[config.mk]
export PLATFORM = sky130hd
export DESIGN_NAME = processor_status_trace_encoder
export DESIGN_NICKNAME = d
export VERILOG_FILES = /design/src/hw/trace_pkg.sv /design/src/hw/trace_buffer_mem.sv /design/src/hw/processor_status_trace_encoder.sv
export SDC_FILE = /design/constraint.sdc
export NUM_CORES = 1
export LEC_CHECK = 0
export BUFFER_PORTS_ARGS = -buffer_cell sky130_fd_sc_hd__buf_2
export CELL_PAD_IN_SITES_DETAIL_PLACEMENT = 0
export CELL_PAD_IN_SITES_GLOBAL_PLACEMENT = 1
export CORE_ASPECT_RATIO = 2
export CORE_MARGIN = 2
export CORE_UTILIZATION = 52
export CTS_CLUSTER_DIAMETER = 30
export CTS_CLUSTER_SIZE = 30
export DETAILED_ROUTE_END_ITERATION = 8
export HOLD_SLACK_MARGIN = 0.03
export PLACE_DENSITY = 0.84
export SYNTH_ARGS = -nofsm -noshare
export SYNTH_HDL_FRONTEND = slang
export SYNTH_HIERARCHICAL = 1
export SYNTH_SLANG_ARGS = --single-unit
[constraint.sdc]
create_clock -name clock_i -period 2.78 [get_ports clock_i]
set_clock_uncertainty 0.1 [all_clocks]
set_input_delay 0.278 -clock clock_i [delete_from_list [all_inputs] [get_ports clock_i]]
set_output_delay 0.278 -clock clock_i [all_outputs]
set_load 0.05 [all_outputs]
[src/hw/trace_pkg.sv]
// status codes, core event and trace entry carriers for the trace encoder
// assumes one processor clock shared by core, encoder and trace buffer
package trace_pkg;
  localparam logic [4:0] PSC_CONTINUE = 5'h00;
  localparam logic [4:0] PSC_BEGIN = 5'h01;
  localparam logic [4:0] PSC_USER_ENTRY = 5'h03;
  localparam logic [4:0] PSC_MARKER_INSTR = 5'h04;
  localparam logic [4:0] PSC_TAKEN_BRANCH = 5'h05;
  localparam logic [4:0] PSC_EXC_RETURN = 5'h07;
  localparam logic [4:0] PSC_DATA_1B = 5'h08;
  localparam logic [4:0] PSC_DATA_2B = 5'h09;
  localparam logic [4:0] PSC_DATA_4B = 5'h0B;
  localparam logic [4:0] PSC_ADDR_2B = 5'h0D;
  localparam logic [4:0] PSC_ADDR_3B = 5'h0E;
  localparam logic [4:0] PSC_RUN_BASE = 5'h12;
  localparam logic [4:0] PSC_RUN_TOP = 5'h1A;
  localparam logic [3:0] RUN_MIN = 4'h2;
  localparam logic [3:0] RUN_MAX = 4'hA;
  localparam logic [3:0] NIBS_BYTE = 4'h2;
  localparam logic [3:0] NIBS_WORD = 4'h4;
  localparam logic [3:0] NIBS_LONG = 4'h8;
  localparam logic [3:0] NIBS_ADDR2 = 4'h4;
  localparam logic [3:0] NIBS_ADDR3 = 4'h6;
  localparam int NIB_W = 4;
  localparam logic [1:0] BUF_DEPTH = 2'h2;

  typedef enum logic [2:0] {
    OP_CONTINUE = 3'h0,
    OP_BEGIN = 3'h1,
    OP_USER_ENTRY = 3'h2,
    OP_PULSE = 3'h3,
    OP_WRITE_DEBUG_DATA = 3'h4,
    OP_TAKEN = 3'h5,
    OP_PC_SYNC = 3'h6,
    OP_EXC_RETURN = 3'h7
  } core_op_e;

  typedef enum logic [1:0] {
    SIZE_BYTE = 2'h0,
    SIZE_WORD = 2'h1,
    SIZE_LONG = 2'h2
  } op_size_e;

  localparam logic [1:0] TGT_BYTES_NONE = 2'h0;
  localparam logic [1:0] TGT_BYTES_2 = 2'h1;
  localparam logic [1:0] TGT_BYTES_3 = 2'h2;

  typedef enum logic [3:0] {
    ST_IDLE = 4'h1,
    ST_MAIN = 4'h2,
    ST_MARK = 4'h4,
    ST_NIBBLE = 4'h8
  } enc_state_e;

  typedef struct packed {
    core_op_e op;
    logic indirect;
    logic [23:0] target;
    logic periph_access;
    op_size_e size;
    logic [31:0] operand;
  } core_event_s;

  typedef struct packed {
    logic is_data;
    logic [4:0] value;
  } trace_entry_s;

  localparam int ENTRY_W = $bits(trace_entry_s);
endpackage

[src/hw/trace_buffer_mem.sv]
// circular trace buffer storage, one write and one registered read port
// assumes the writer wraps its own pointer
module trace_buffer_mem #(
  parameter int DEPTH = 64,
  parameter int AW = 6,
  parameter int W = 6
) (
  input wire logic clock_i,
  input wire logic wr_en_i,
  input wire logic [AW-1:0] wr_addr_i,
  input wire logic [W-1:0] wr_data_i,
  input wire logic [AW-1:0] rd_addr_i,
  output logic [W-1:0] rd_data_o
);
  logic [W-1:0] mem [DEPTH];

  always_ff @(posedge clock_i)
  begin
    if (wr_en_i)
    begin
      mem[wr_addr_i] <= wr_data_i;
    end
  end

  always_ff @(posedge clock_i)
  begin
    rd_data_o <= mem[rd_addr_i];
  end
endmodule

[src/hw/processor_status_trace_encoder.sv]
// status and debug data stream encoder with run compression and trace buffer
// assumes core holds an event while event_ready_o is low; one clock domain
// Behaviour
// - every executed instruction yields a status code, except compressible begins, which go into a run count
// - indirect flow: marker, then address nibbles
// - enabled peripheral accesses: marker, then operand nibbles
// - compress single-begin codes into one count
// - status code is five bits wide
// - later cycles of instruction emit continue
// - first cycle of ordinary instruction emits begin
// - user mode entry emits its own code
// - pulse: marker only; data write: marker, size marker, nibbles
// - data write operand always goes out
// - taken branch or pc sync emits branch code
// - exception return emits dedicated code
// - size markers for 1,2,4 bytes; no reserved
// - peripheral capture only when capture control set
// - stream is recorded into the trace buffer
// - runs 2..10 map to consecutive codes
// - address size marker, address shifted right one
module processor_status_trace_encoder
  import trace_pkg::*;
#(
  parameter int TB_DEPTH = 64,
  parameter int TB_AW = 6
) (
  input wire logic clock_i,
  input wire logic reset_i,
  input wire core_event_s event_i,
  input wire logic event_valid_i,
  output logic event_ready_o,
  input wire logic compress_en_i,
  input wire logic data_capture_control_i,
  input wire logic [1:0] branch_target_bytes_control_i,
  output trace_entry_s trace_o,
  output logic trace_valid_o,
  input wire logic trace_ready_i,
  input wire logic [TB_AW-1:0] tb_rd_addr_i,
  output logic [ENTRY_W-1:0] tb_rd_data_o,
  output logic [TB_AW-1:0] tb_wr_ptr_o
);
  function automatic logic [4:0] run_code(input logic [3:0] n);
    if (n == 4'h1)
      return PSC_BEGIN;
    return PSC_RUN_BASE + 5'(n - RUN_MIN);
  endfunction

  function automatic logic [4:0] size_marker(input op_size_e s);
    case (s)
      SIZE_BYTE: return PSC_DATA_1B;
      SIZE_WORD: return PSC_DATA_2B;
      default: return PSC_DATA_4B;
    endcase
  endfunction

  function automatic logic [3:0] size_nibs(input op_size_e s);
    case (s)
      SIZE_BYTE: return NIBS_BYTE;
      SIZE_WORD: return NIBS_WORD;
      default: return NIBS_LONG;
    endcase
  endfunction

  enc_state_e state;
  enc_state_e next_state;
  logic [3:0] run;
  logic [4:0] lat_main;
  logic lat_has_pay;
  logic [4:0] lat_marker;
  logic [3:0] lat_nibs;
  logic [31:0] lat_data;
  logic [3:0] nib_idx;
  trace_entry_s slot1;
  logic valid1;
  logic acc;
  logic push;
  logic pop;
  logic buf_in_ready;
  trace_entry_s push_entry;
  logic [1:0] next_count;
  logic [4:0] ev_main;
  logic ev_has_pay;
  logic [4:0] ev_marker;
  logic [3:0] ev_nibs;
  logic [31:0] ev_data;
  logic compressible;
  logic flush;
  logic [TB_AW-1:0] wr_ptr;

  assign acc = event_valid_i && event_ready_o;
  assign pop = trace_valid_o && trace_ready_i;
  // a slot frees up in the same cycle as a pop, so a full buffer still flows
  assign buf_in_ready = !valid1 || pop;

  // main code and optional payload of the offered event
  always_comb
  begin
    ev_has_pay = 1'b0;
    ev_marker = size_marker(event_i.size);
    ev_nibs = size_nibs(event_i.size);
    ev_data = event_i.operand;
    case (event_i.op)
      OP_CONTINUE: ev_main = PSC_CONTINUE;
      OP_BEGIN: ev_main = PSC_BEGIN;
      OP_USER_ENTRY: ev_main = PSC_USER_ENTRY;
      OP_PULSE: ev_main = PSC_MARKER_INSTR;
      OP_WRITE_DEBUG_DATA: ev_main = PSC_MARKER_INSTR;
      OP_TAKEN: ev_main = PSC_TAKEN_BRANCH;
      OP_PC_SYNC: ev_main = PSC_TAKEN_BRANCH;
      OP_EXC_RETURN: ev_main = PSC_EXC_RETURN;
      default: ev_main = PSC_BEGIN;
    endcase
    if (event_i.op == OP_WRITE_DEBUG_DATA)
    begin
      ev_has_pay = 1'b1;
    end
    else if ((event_i.op == OP_TAKEN && event_i.indirect) || event_i.op == OP_PC_SYNC)
    begin
      // address goes out halved: bit 0 is always zero for instructions
      ev_has_pay = (branch_target_bytes_control_i != TGT_BYTES_NONE);
      ev_data = {8'h00, 1'b0, event_i.target[23:1]};
      if (branch_target_bytes_control_i == TGT_BYTES_3)
      begin
        ev_marker = PSC_ADDR_3B;
        ev_nibs = NIBS_ADDR3;
      end
      else
      begin
        ev_marker = PSC_ADDR_2B;
        ev_nibs = NIBS_ADDR2;
      end
    end
    else if (event_i.periph_access && data_capture_control_i)
    begin
      ev_has_pay = 1'b1;
    end
  end

  // captured data always flushes the run, so a payload event never compresses
  assign compressible = compress_en_i && event_i.op == OP_BEGIN && !ev_has_pay;
  assign flush = (run != 4'h0) && !compressible;

  always_comb
  begin
    push = 1'b0;
    push_entry = '{is_data: 1'b0, value: PSC_CONTINUE};
    next_state = state;
    case (state)
      ST_IDLE:
      begin
        if (acc && flush)
        begin
          push = 1'b1;
          push_entry.value = run_code(run);
          next_state = ST_MAIN;
        end
        else if (acc && compressible)
        begin
          push = (run == RUN_MAX - 4'h1);
          push_entry.value = run_code(RUN_MAX);
        end
        else if (acc)
        begin
          push = 1'b1;
          push_entry.value = ev_main;
          next_state = ev_has_pay ? ST_MARK : ST_IDLE;
        end
      end
      ST_MAIN:
      begin
        push = buf_in_ready;
        push_entry.value = lat_main;
        if (buf_in_ready)
          next_state = lat_has_pay ? ST_MARK : ST_IDLE;
      end
      ST_MARK:
      begin
        push = buf_in_ready;
        push_entry.value = lat_marker;
        if (buf_in_ready)
          next_state = ST_NIBBLE;
      end
      ST_NIBBLE:
      begin
        push = buf_in_ready;
        push_entry.is_data = 1'b1;
        push_entry.value = {1'b0, lat_data[nib_idx*NIB_W +: NIB_W]};
        if (buf_in_ready && nib_idx == lat_nibs - 4'h1)
          next_state = ST_IDLE;
      end
      default: next_state = ST_IDLE;
    endcase
  end

  always_ff @(posedge clock_i)
  begin
    if (reset_i)
      state <= ST_IDLE;
    else
      state <= next_state;
  end

  always_ff @(posedge clock_i)
  begin
    if (reset_i)
      run <= 4'h0;
    else if (acc && flush)
      run <= 4'h0;
    else if (acc && compressible)
      run <= (run == RUN_MAX - 4'h1) ? 4'h0 : run + 4'h1;
  end

  always_ff @(posedge clock_i)
  begin
    if (reset_i)
    begin
      lat_main <= PSC_CONTINUE;
      lat_has_pay <= 1'b0;
      lat_marker <= PSC_DATA_1B;
      lat_nibs <= NIBS_BYTE;
      lat_data <= 32'h0000_0000;
    end
    else if (acc)
    begin
      lat_main <= ev_main;
      lat_has_pay <= ev_has_pay;
      lat_marker <= ev_marker;
      lat_nibs <= ev_nibs;
      lat_data <= ev_data;
    end
  end

  always_ff @(posedge clock_i)
  begin
    if (reset_i || acc)
      nib_idx <= 4'h0;
    else if (state == ST_NIBBLE && push)
      nib_idx <= nib_idx + 4'h1; // least significant nibble first
  end

  // two-entry buffer; head slot drives the stream outputs directly
  always_ff @(posedge clock_i)
  begin
    if (reset_i)
    begin
      trace_o <= '{is_data: 1'b0, value: PSC_CONTINUE};
      trace_valid_o <= 1'b0;
      slot1 <= '{is_data: 1'b0, value: PSC_CONTINUE};
      valid1 <= 1'b0;
    end
    else if (pop)
    begin
      trace_o <= valid1 ? slot1 : push_entry;
      trace_valid_o <= valid1 || push;
      slot1 <= push_entry;
      valid1 <= valid1 && push;
    end
    else if (push && !trace_valid_o)
    begin
      trace_o <= push_entry;
      trace_valid_o <= 1'b1;
    end
    else if (push)
    begin
      slot1 <= push_entry;
      valid1 <= 1'b1;
    end
  end

  assign next_count = {1'b0, trace_valid_o} + {1'b0, valid1} + {1'b0, push} - {1'b0, pop};

  // registered ready promises room for one push in the cycle it is seen high
  always_ff @(posedge clock_i)
  begin
    if (reset_i)
      event_ready_o <= 1'b0;
    else
      event_ready_o <= (next_state == ST_IDLE) && (next_count < BUF_DEPTH);
  end

  always_ff @(posedge clock_i)
  begin
    if (reset_i)
      wr_ptr <= '0;
    else if (pop)
      wr_ptr <= wr_ptr + 1'b1;
  end

  always_ff @(posedge clock_i)
  begin
    if (reset_i)
      tb_wr_ptr_o <= '0;
    else
      tb_wr_ptr_o <= pop ? wr_ptr + 1'b1 : wr_ptr;
  end

  trace_buffer_mem #(
    .DEPTH(TB_DEPTH),
    .AW(TB_AW),
    .W(ENTRY_W)
  ) u_mem (
    .clock_i(clock_i),
    .wr_en_i(pop),
    .wr_addr_i(wr_ptr),
    .wr_data_i(trace_o),
    .rd_addr_i(tb_rd_addr_i),
    .rd_data_o(tb_rd_data_o)
  );
endmodule

# ---- Yosys cells after proc, flatten, opt, wreduce, memory -nomap -nowiden
# Memory sizes are Yosys's and may differ from the RTL's. A register that Yosys moved wholly into a read port is not among the register bits.
# Cells that the tools add are included.
dict set report word_totals {
  register_bits 80
  latch_bits 0
  elab_cells 124
  output_inout_bits 20
  mem_bits_ro 24
  mem_bits_rw 384
  in_bits 77
  mem_count 2
}
# name depth word_bits read_ports rd_ports_with_merged_regs wr line_no
set memory_table {}
lappend memory_table {u_mem.mem 64 6 1 1 1 trace_buffer_mem.sv:15} ;# logic [W-1:0] mem [DEPTH];
lappend memory_table {{(no name shown)} 8 3 1 0 0 processor_status_trace_encoder.sv:102} ;# case (event_i.op)
dict set report classes {
  order_cmp 1
  muxes 50
  div_mod_pow 0
  bitwise_logic 0
  n_shift 1
  add_sub_neg 9
  n_eq_ne 15
  n_mul 0
  n_reduce_logical 30
}
# cell n
set ops {}
lappend ops {{32-bit two-way mux} 2}
lappend ops {{4-bit two-way mux} 9}
lappend ops {{6-bit two-way mux} 6}
lappend ops {{5-bit two-way mux} 7}
lappend ops {{32-bit by 7-bit indexed part select with 4-bit output} 1}
lappend ops {{5-bit one-hot mux with 4 select lines} 1}
lappend ops {{1-bit two-way mux} 17}
lappend ops {{4-bit one-hot mux with 4 select lines} 1}
lappend ops {{1-bit logical AND} 14}
lappend ops {{4-bit by 1-bit equality test with 1-bit output (second input constant)} 3}
lappend ops {{3-bit equality test (second input constant)} 3}
lappend ops {{4-bit by 1-bit adder with 4-bit output (second input constant)} 2}
lappend ops {{4-bit equality test (second input constant)} 2}
lappend ops {{4-bit one-hot mux with 2 select lines} 1}
lappend ops {{6-bit by 1-bit adder with 6-bit output (second input constant)} 1}
lappend ops {{3-bit two-way mux} 2}
lappend ops {{2-bit nonzero test} 3}
lappend ops {{5-bit adder (first input constant)} 1}
lappend ops {{4-bit by 2-bit subtractor with 5-bit output (second input constant)} 1}
lappend ops {{4-bit by 2-bit equality test with 1-bit output (second input constant)} 1}
lappend ops {{4-bit by 3-bit equality test with 1-bit output (second input constant)} 1}
lappend ops {{4-bit equality test} 1}
lappend ops {{1-bit zero test} 4}
lappend ops {{1-bit logical OR} 4}
lappend ops {{17 further kinds} 18}

# ---- Depth between registers and ports, before layout
dict set report depth {
  ltp_word 18
  mapped_depth 9
  ltp_nobuf 7
}

# ---- Cells and area by module
# The synthesis kept the hierarchy.
# mod area_per_inst_um2 instances seq_area_each_um2 cells_per_inst
set modules_own_cells {}
lappend modules_own_cells {trace_buffer_mem 15225.9 1 11651.2 720}
lappend modules_own_cells {processor_status_trace_encoder 4028.9 1 1501.4 489}

# ---- Least setup slack after synthesis
# Ideal clock, no wire load.
dict set report synth_path {
  path_type {register to register}
  startpoint {reg trace_valid_o}
  endpoint {mem u_mem.mem[49][0], enable pin}
  synth_period_minus_slack_ns 2.685
  path_slack_ns 0.095
  required_ns 2.303
  setup_ns 0.377
  path_buffers 1
  stages_incl_launch_ff 7
  t_arrival_ns 2.208
  path_cell_list {dfxtp_1 > clkbuf_1 > nand2_1 > inv_1 > nor2b_1 > nand4_1 > nor3_1}
}
dict set report synth_via {
  elab_chain_cells 3
}
# item line_no
set synth_lines {}
lappend synth_lines {{from (decl)} processor_status_trace_encoder.sv:36} ;# output logic trace_valid_o,
lappend synth_lines {{from (signal assigned)} processor_status_trace_encoder.sv:254} ;# trace_valid_o <= valid1 || push;
lappend synth_lines {{1-bit logical AND} processor_status_trace_encoder.sv:91} ;# assign pop = trace_valid_o && trace_ready_i;
lappend synth_lines {{net pop} processor_status_trace_encoder.sv:77} ;# logic pop;
lappend synth_lines {{1-bit two-way mux} trace_buffer_mem.sv:19} ;# if (wr_en_i)
lappend synth_lines {{1-bit two-way mux (implied by the code)} trace_buffer_mem.sv:21} ;# mem[wr_addr_i] <= wr_data_i;
lappend synth_lines {{to (decl)} trace_buffer_mem.sv:15}
# The timed path passes the listed nets, and every way through them passes these cells.

# ---- Final worst setup path
dict set report layout_path {
  startpoint {in trace_ready_i}
  endpoint {mem u_mem.mem[32][1], enable pin}
}
dict set report layout_via {
  elab_chain_cells 3
}
# item line_no
set layout_lines {}
lappend layout_lines {{from (decl)} processor_status_trace_encoder.sv:37} ;# input wire logic trace_ready_i,
lappend layout_lines {{1-bit logical AND} processor_status_trace_encoder.sv:91}
lappend layout_lines {{net pop} processor_status_trace_encoder.sv:77}
lappend layout_lines {{1-bit two-way mux} trace_buffer_mem.sv:19}
lappend layout_lines {{1-bit two-way mux (implied by the code)} trace_buffer_mem.sv:21}
# The timed path passes the listed nets, and every way through them passes these cells.

==> results.py <==
metrics = {
    "final_layout": {
        "layout_common_cells": "edfxtp_1 (384), nor2_1 (119), mux4_2 (94)",
        "n_fill_cell": 2541,
        "multi_input_area_sq_mm": 0.005652,
        "regArea_sq_mm": 0.01316,
        "layout.nets": 1513,
        "layoutNonFillerInstCount": 1914,
        "drive_gt1_share_pct": 26.61,
        "fin_area_sq_mm": 0.02282,
        "layout_commonest_cell": "edfxtp_1",
        "syn2layout_area_growth_pct": 18.53,
    },
    "clock_network": {
        "cts.repair.resized": 0,
        "htreeDepth": 2,
        "numCtsBuffers": 40,
        "clk_path_buf_depth": 3,
        "clkSlewWorstSetupHoldPaths_ps": 70,
        "cts_root_buf": "clkbuf_16",
        "cts_tree": "done",
        "clock_sinks": 465,
        "insertion_delay_ps": 550,
    },
    "place": {
        "place_congestion": 0.8607,
        "placedCellCount": 1777,
        "io_buffers": 95,
        "hpwlAfterDp_microns": 31190,
        "dpl-instance-area_sq_mm": 0.02072,
    },
    "power": {
        "vdd_ir_drop_max_mv": 0.5315,
        "total_power_mw": 14.75,
        "p_per_area_mw_per_mm2": 646.4,
        "p_leak_nw": 8.148,
    },
    "worst_setup_path": {
        "endpoint": "u_mem/mem[32][1]",
        "r2r_setup_slack_ps": 450,
        "reg2reg_to": "trace_o[3]",
        "critPathKind": "input pin to register",
        "end_kind": "register",
        "critPathLaunch": "trace_ready_i",
        "critPathLaunchType": "input pin",
        "required_ps": 2950,
        "arrival_ps": 2520,
        "r2r-start": "nib_idx[1]",
        "worstPathMaxFanout": 7,
        "r2r_cells": 5,
    },
    "route": {
        "avgRoutedWirePerCell_microns": 23.83,
        "routed_via_density": 6.002,
        "drt_iter0_drc": 882,
        "wl_microns": 45610,
        "ant_nets": 0,
        "first_pass_iters": 9,
        "drcViolationCount": 4,
        "vias": 11490,
    },
    "floorplanning": {
        "die_area_sq_mm": 0.03868,
        "initial_core_util_pct": 52.69,
        "pin_count": 97,
        "core_area_sq_mm": 0.03654,
        "die_h_microns": 276.1,
        "dieWidth_microns": 140.1,
        "rows": 99,
    },
    "synthesis": {
        "avgSynthCellArea_sq_um": 15.93,
        "synth_warnings": 6,
        "synth_top_area_share_pct": 59.89,
        "synth_edf_count": 384,
        "synth_seq_cells": 465,
        "syn-num-nets": 1296,
        "ys_types": 68,
        "synth_area_leaders": "edfxtp_1 (60%), mux4_2 (11%), dfxtp_1 (8.4%), nor2_1 (2.3%), nand2_1 (1.7%)",
        "synth_top_cell_by_area": "edfxtp_1",
        "netlist_instances": 1209,
        "yosysSeqAreaShare_pct": 68.31,
        "synth_top_flop_cell": "edfxtp_1",
        "async_flop_share_pct": 0,
        "netlist_area_sq_mm": 0.01925,
    },
    "outcome": {
        "violations": "design-rule violations",
        "status": "complete, but fails checks",
    },
    "sta": {
        "worst_pin_slew_ps": 721.6,
        "fmax_mhz": 425.9,
        "slew_viol_final": 0,
        "rsz0062_at_grt": "false",
        "hold_slack_ps": 49.79,
        "period_share_pct": 84.45,
        "min_period_ps": 2348,
        "hold_violations": 0,
        "finalSetupViolations": 0,
        "fin_setup_tns_ps": 0,
        "slew_headroom_pct": 51.89,
    },
    "global_route": {
        "met1_usage_pct": 25.29,
        "grt_use_met2_pct": 45.64,
        "grt_pass1_vias": 11950,
        "grt_first_pass_wirelength_microns": 69480,
        "grt_max_degree": 71,
        "grt.busiest_layer": "met2",
        "gr-total-overflow": 0,
        "antenna_found_initial": 2,
        "grt.met3_usage_pct": 3.014,
        "track_usage_pct": 23.83,
    },
    "job": {
        "drv_cap": 0,
    },
    "hold_path": {
        "min_from": "branch_target_bytes_control_i[1]",
        "hold_class": "input pin to register",
    },
}
==> power by group <==
group / switching (mW) / total [mW] / internal [mW]
registers: 0.0636 / 7.60 / 7.53
clock network: 2.87 / 6.12 / 3.25
logic: 0.575 / 1.03 / 0.457
==> per-stage QoR <==
step,utilization (%),setup slack [ps]
2_1_floorplan,-,95.23
3_3_place_gp,56.70,379.0
3_5_place_dp,56.70,372.8
4_1_cts,62.44,417.5
5_1_grt,62.46,311.7
6_report,62.46,432.3
==> sequential cells by signal, summed over array words and instances (netlist names) <==
signal	flops
event_ready_o	1
lat_data	32
lat_has_pay	1
lat_main	3
lat_marker	3
lat_nibs	3
nib_idx	4
run	4
slot1	6
state	4
tb_wr_ptr_o	6
trace_o	6
trace_valid_o	1
u_mem/mem	384
u_mem/rd_data_o	6
valid1	1
==> final cells by class <==
cell class              count  share of cell area [%]
clock inverters            32                   1.924
flip-flops and latches    465                   57.66
clock buffers              42                   4.605
well taps                 454                   2.489
multi-input cells         653                   24.76
repair buffers            250                   8.273
inverters                  16                  0.2631
diodes                      2                 0.02193
==> per-layer routing <==
layer | vias up | routed length (microns)
met4 | 0 | 2166
met5 | - | 0
met2 | 356 | 25810
met3 | 105 | 2023
met1 | 5819 | 15610
li1 | 5207 | -
==> repair_timing <==
| action | in CTS | in global routing |
|---|---|---|
| hold buffers | 61 | 0 |
| setup buffers | 0 | 0 |
| endpoints found under the hold margin | 38 | 0 |
==> cells in the mapped netlist, types with 4 or more instances <==
master,instances
nand3b_1,5
mux4_1,6
nand4_1,7
dfxtp_1,81
or3_1,6
nor2_1,119
buf_2,17
o21a_1,5
o32ai_1,4
inv_1,16
mux2_2,11
a311oi_1,26
a211oi_1,7
o21ai_1,6
clkbuf_1,46
or2_2,7
o221ai_1,11
ha_1,10
nand3_1,27
a22oi_1,7
nor2b_1,15
o22ai_1,17
xor2_1,8
nand2_1,85
mux2i_1,22
nand2b_1,8
o21ai_0,17
buf_6,5
o22a_1,7
edfxtp_1,384
a221oi_1,5
mux4_2,94
xnor2_1,5
nor3_1,13
a21oi_1,43
==> how the worst min path moves through the flow <==
stage / end / slack (ps) / cells past startpoint
global placement: lat_data[26] / 340 / 2
detailed placement: lat_data[27] / 340 / 2
CTS: lat_marker[1] / 40 / 4
finish: lat_marker[1] / 50 / 4
global route: lat_marker[1] / 80 / 4
floorplan: valid1 / 280 / 1
==> logic make-up (layout without fill, tap and decap cells) <==
group	Yosys count	count (layout)	share of synthesized area (%)
compound gates	180	180	6.667
xor+xnor	14	14	0.7083
fa+ha+maj	10	10	0.6498
buf+inv	91	340	2.346
flops	465	465	68.31
mux	133	133	13.60
other cells	0	2	0
simple gates	316	316	7.720
==> critical path, stage by stage <==
cell and delay (ps):
dlygate4sd3_1 520, buf_2 160, nand2_1 100, inv_1 200, nor2b_1 300, nand2_1 470
nor2_1 290, buf_4 200
Note: power is estimated with default switching activity, not from simulation.
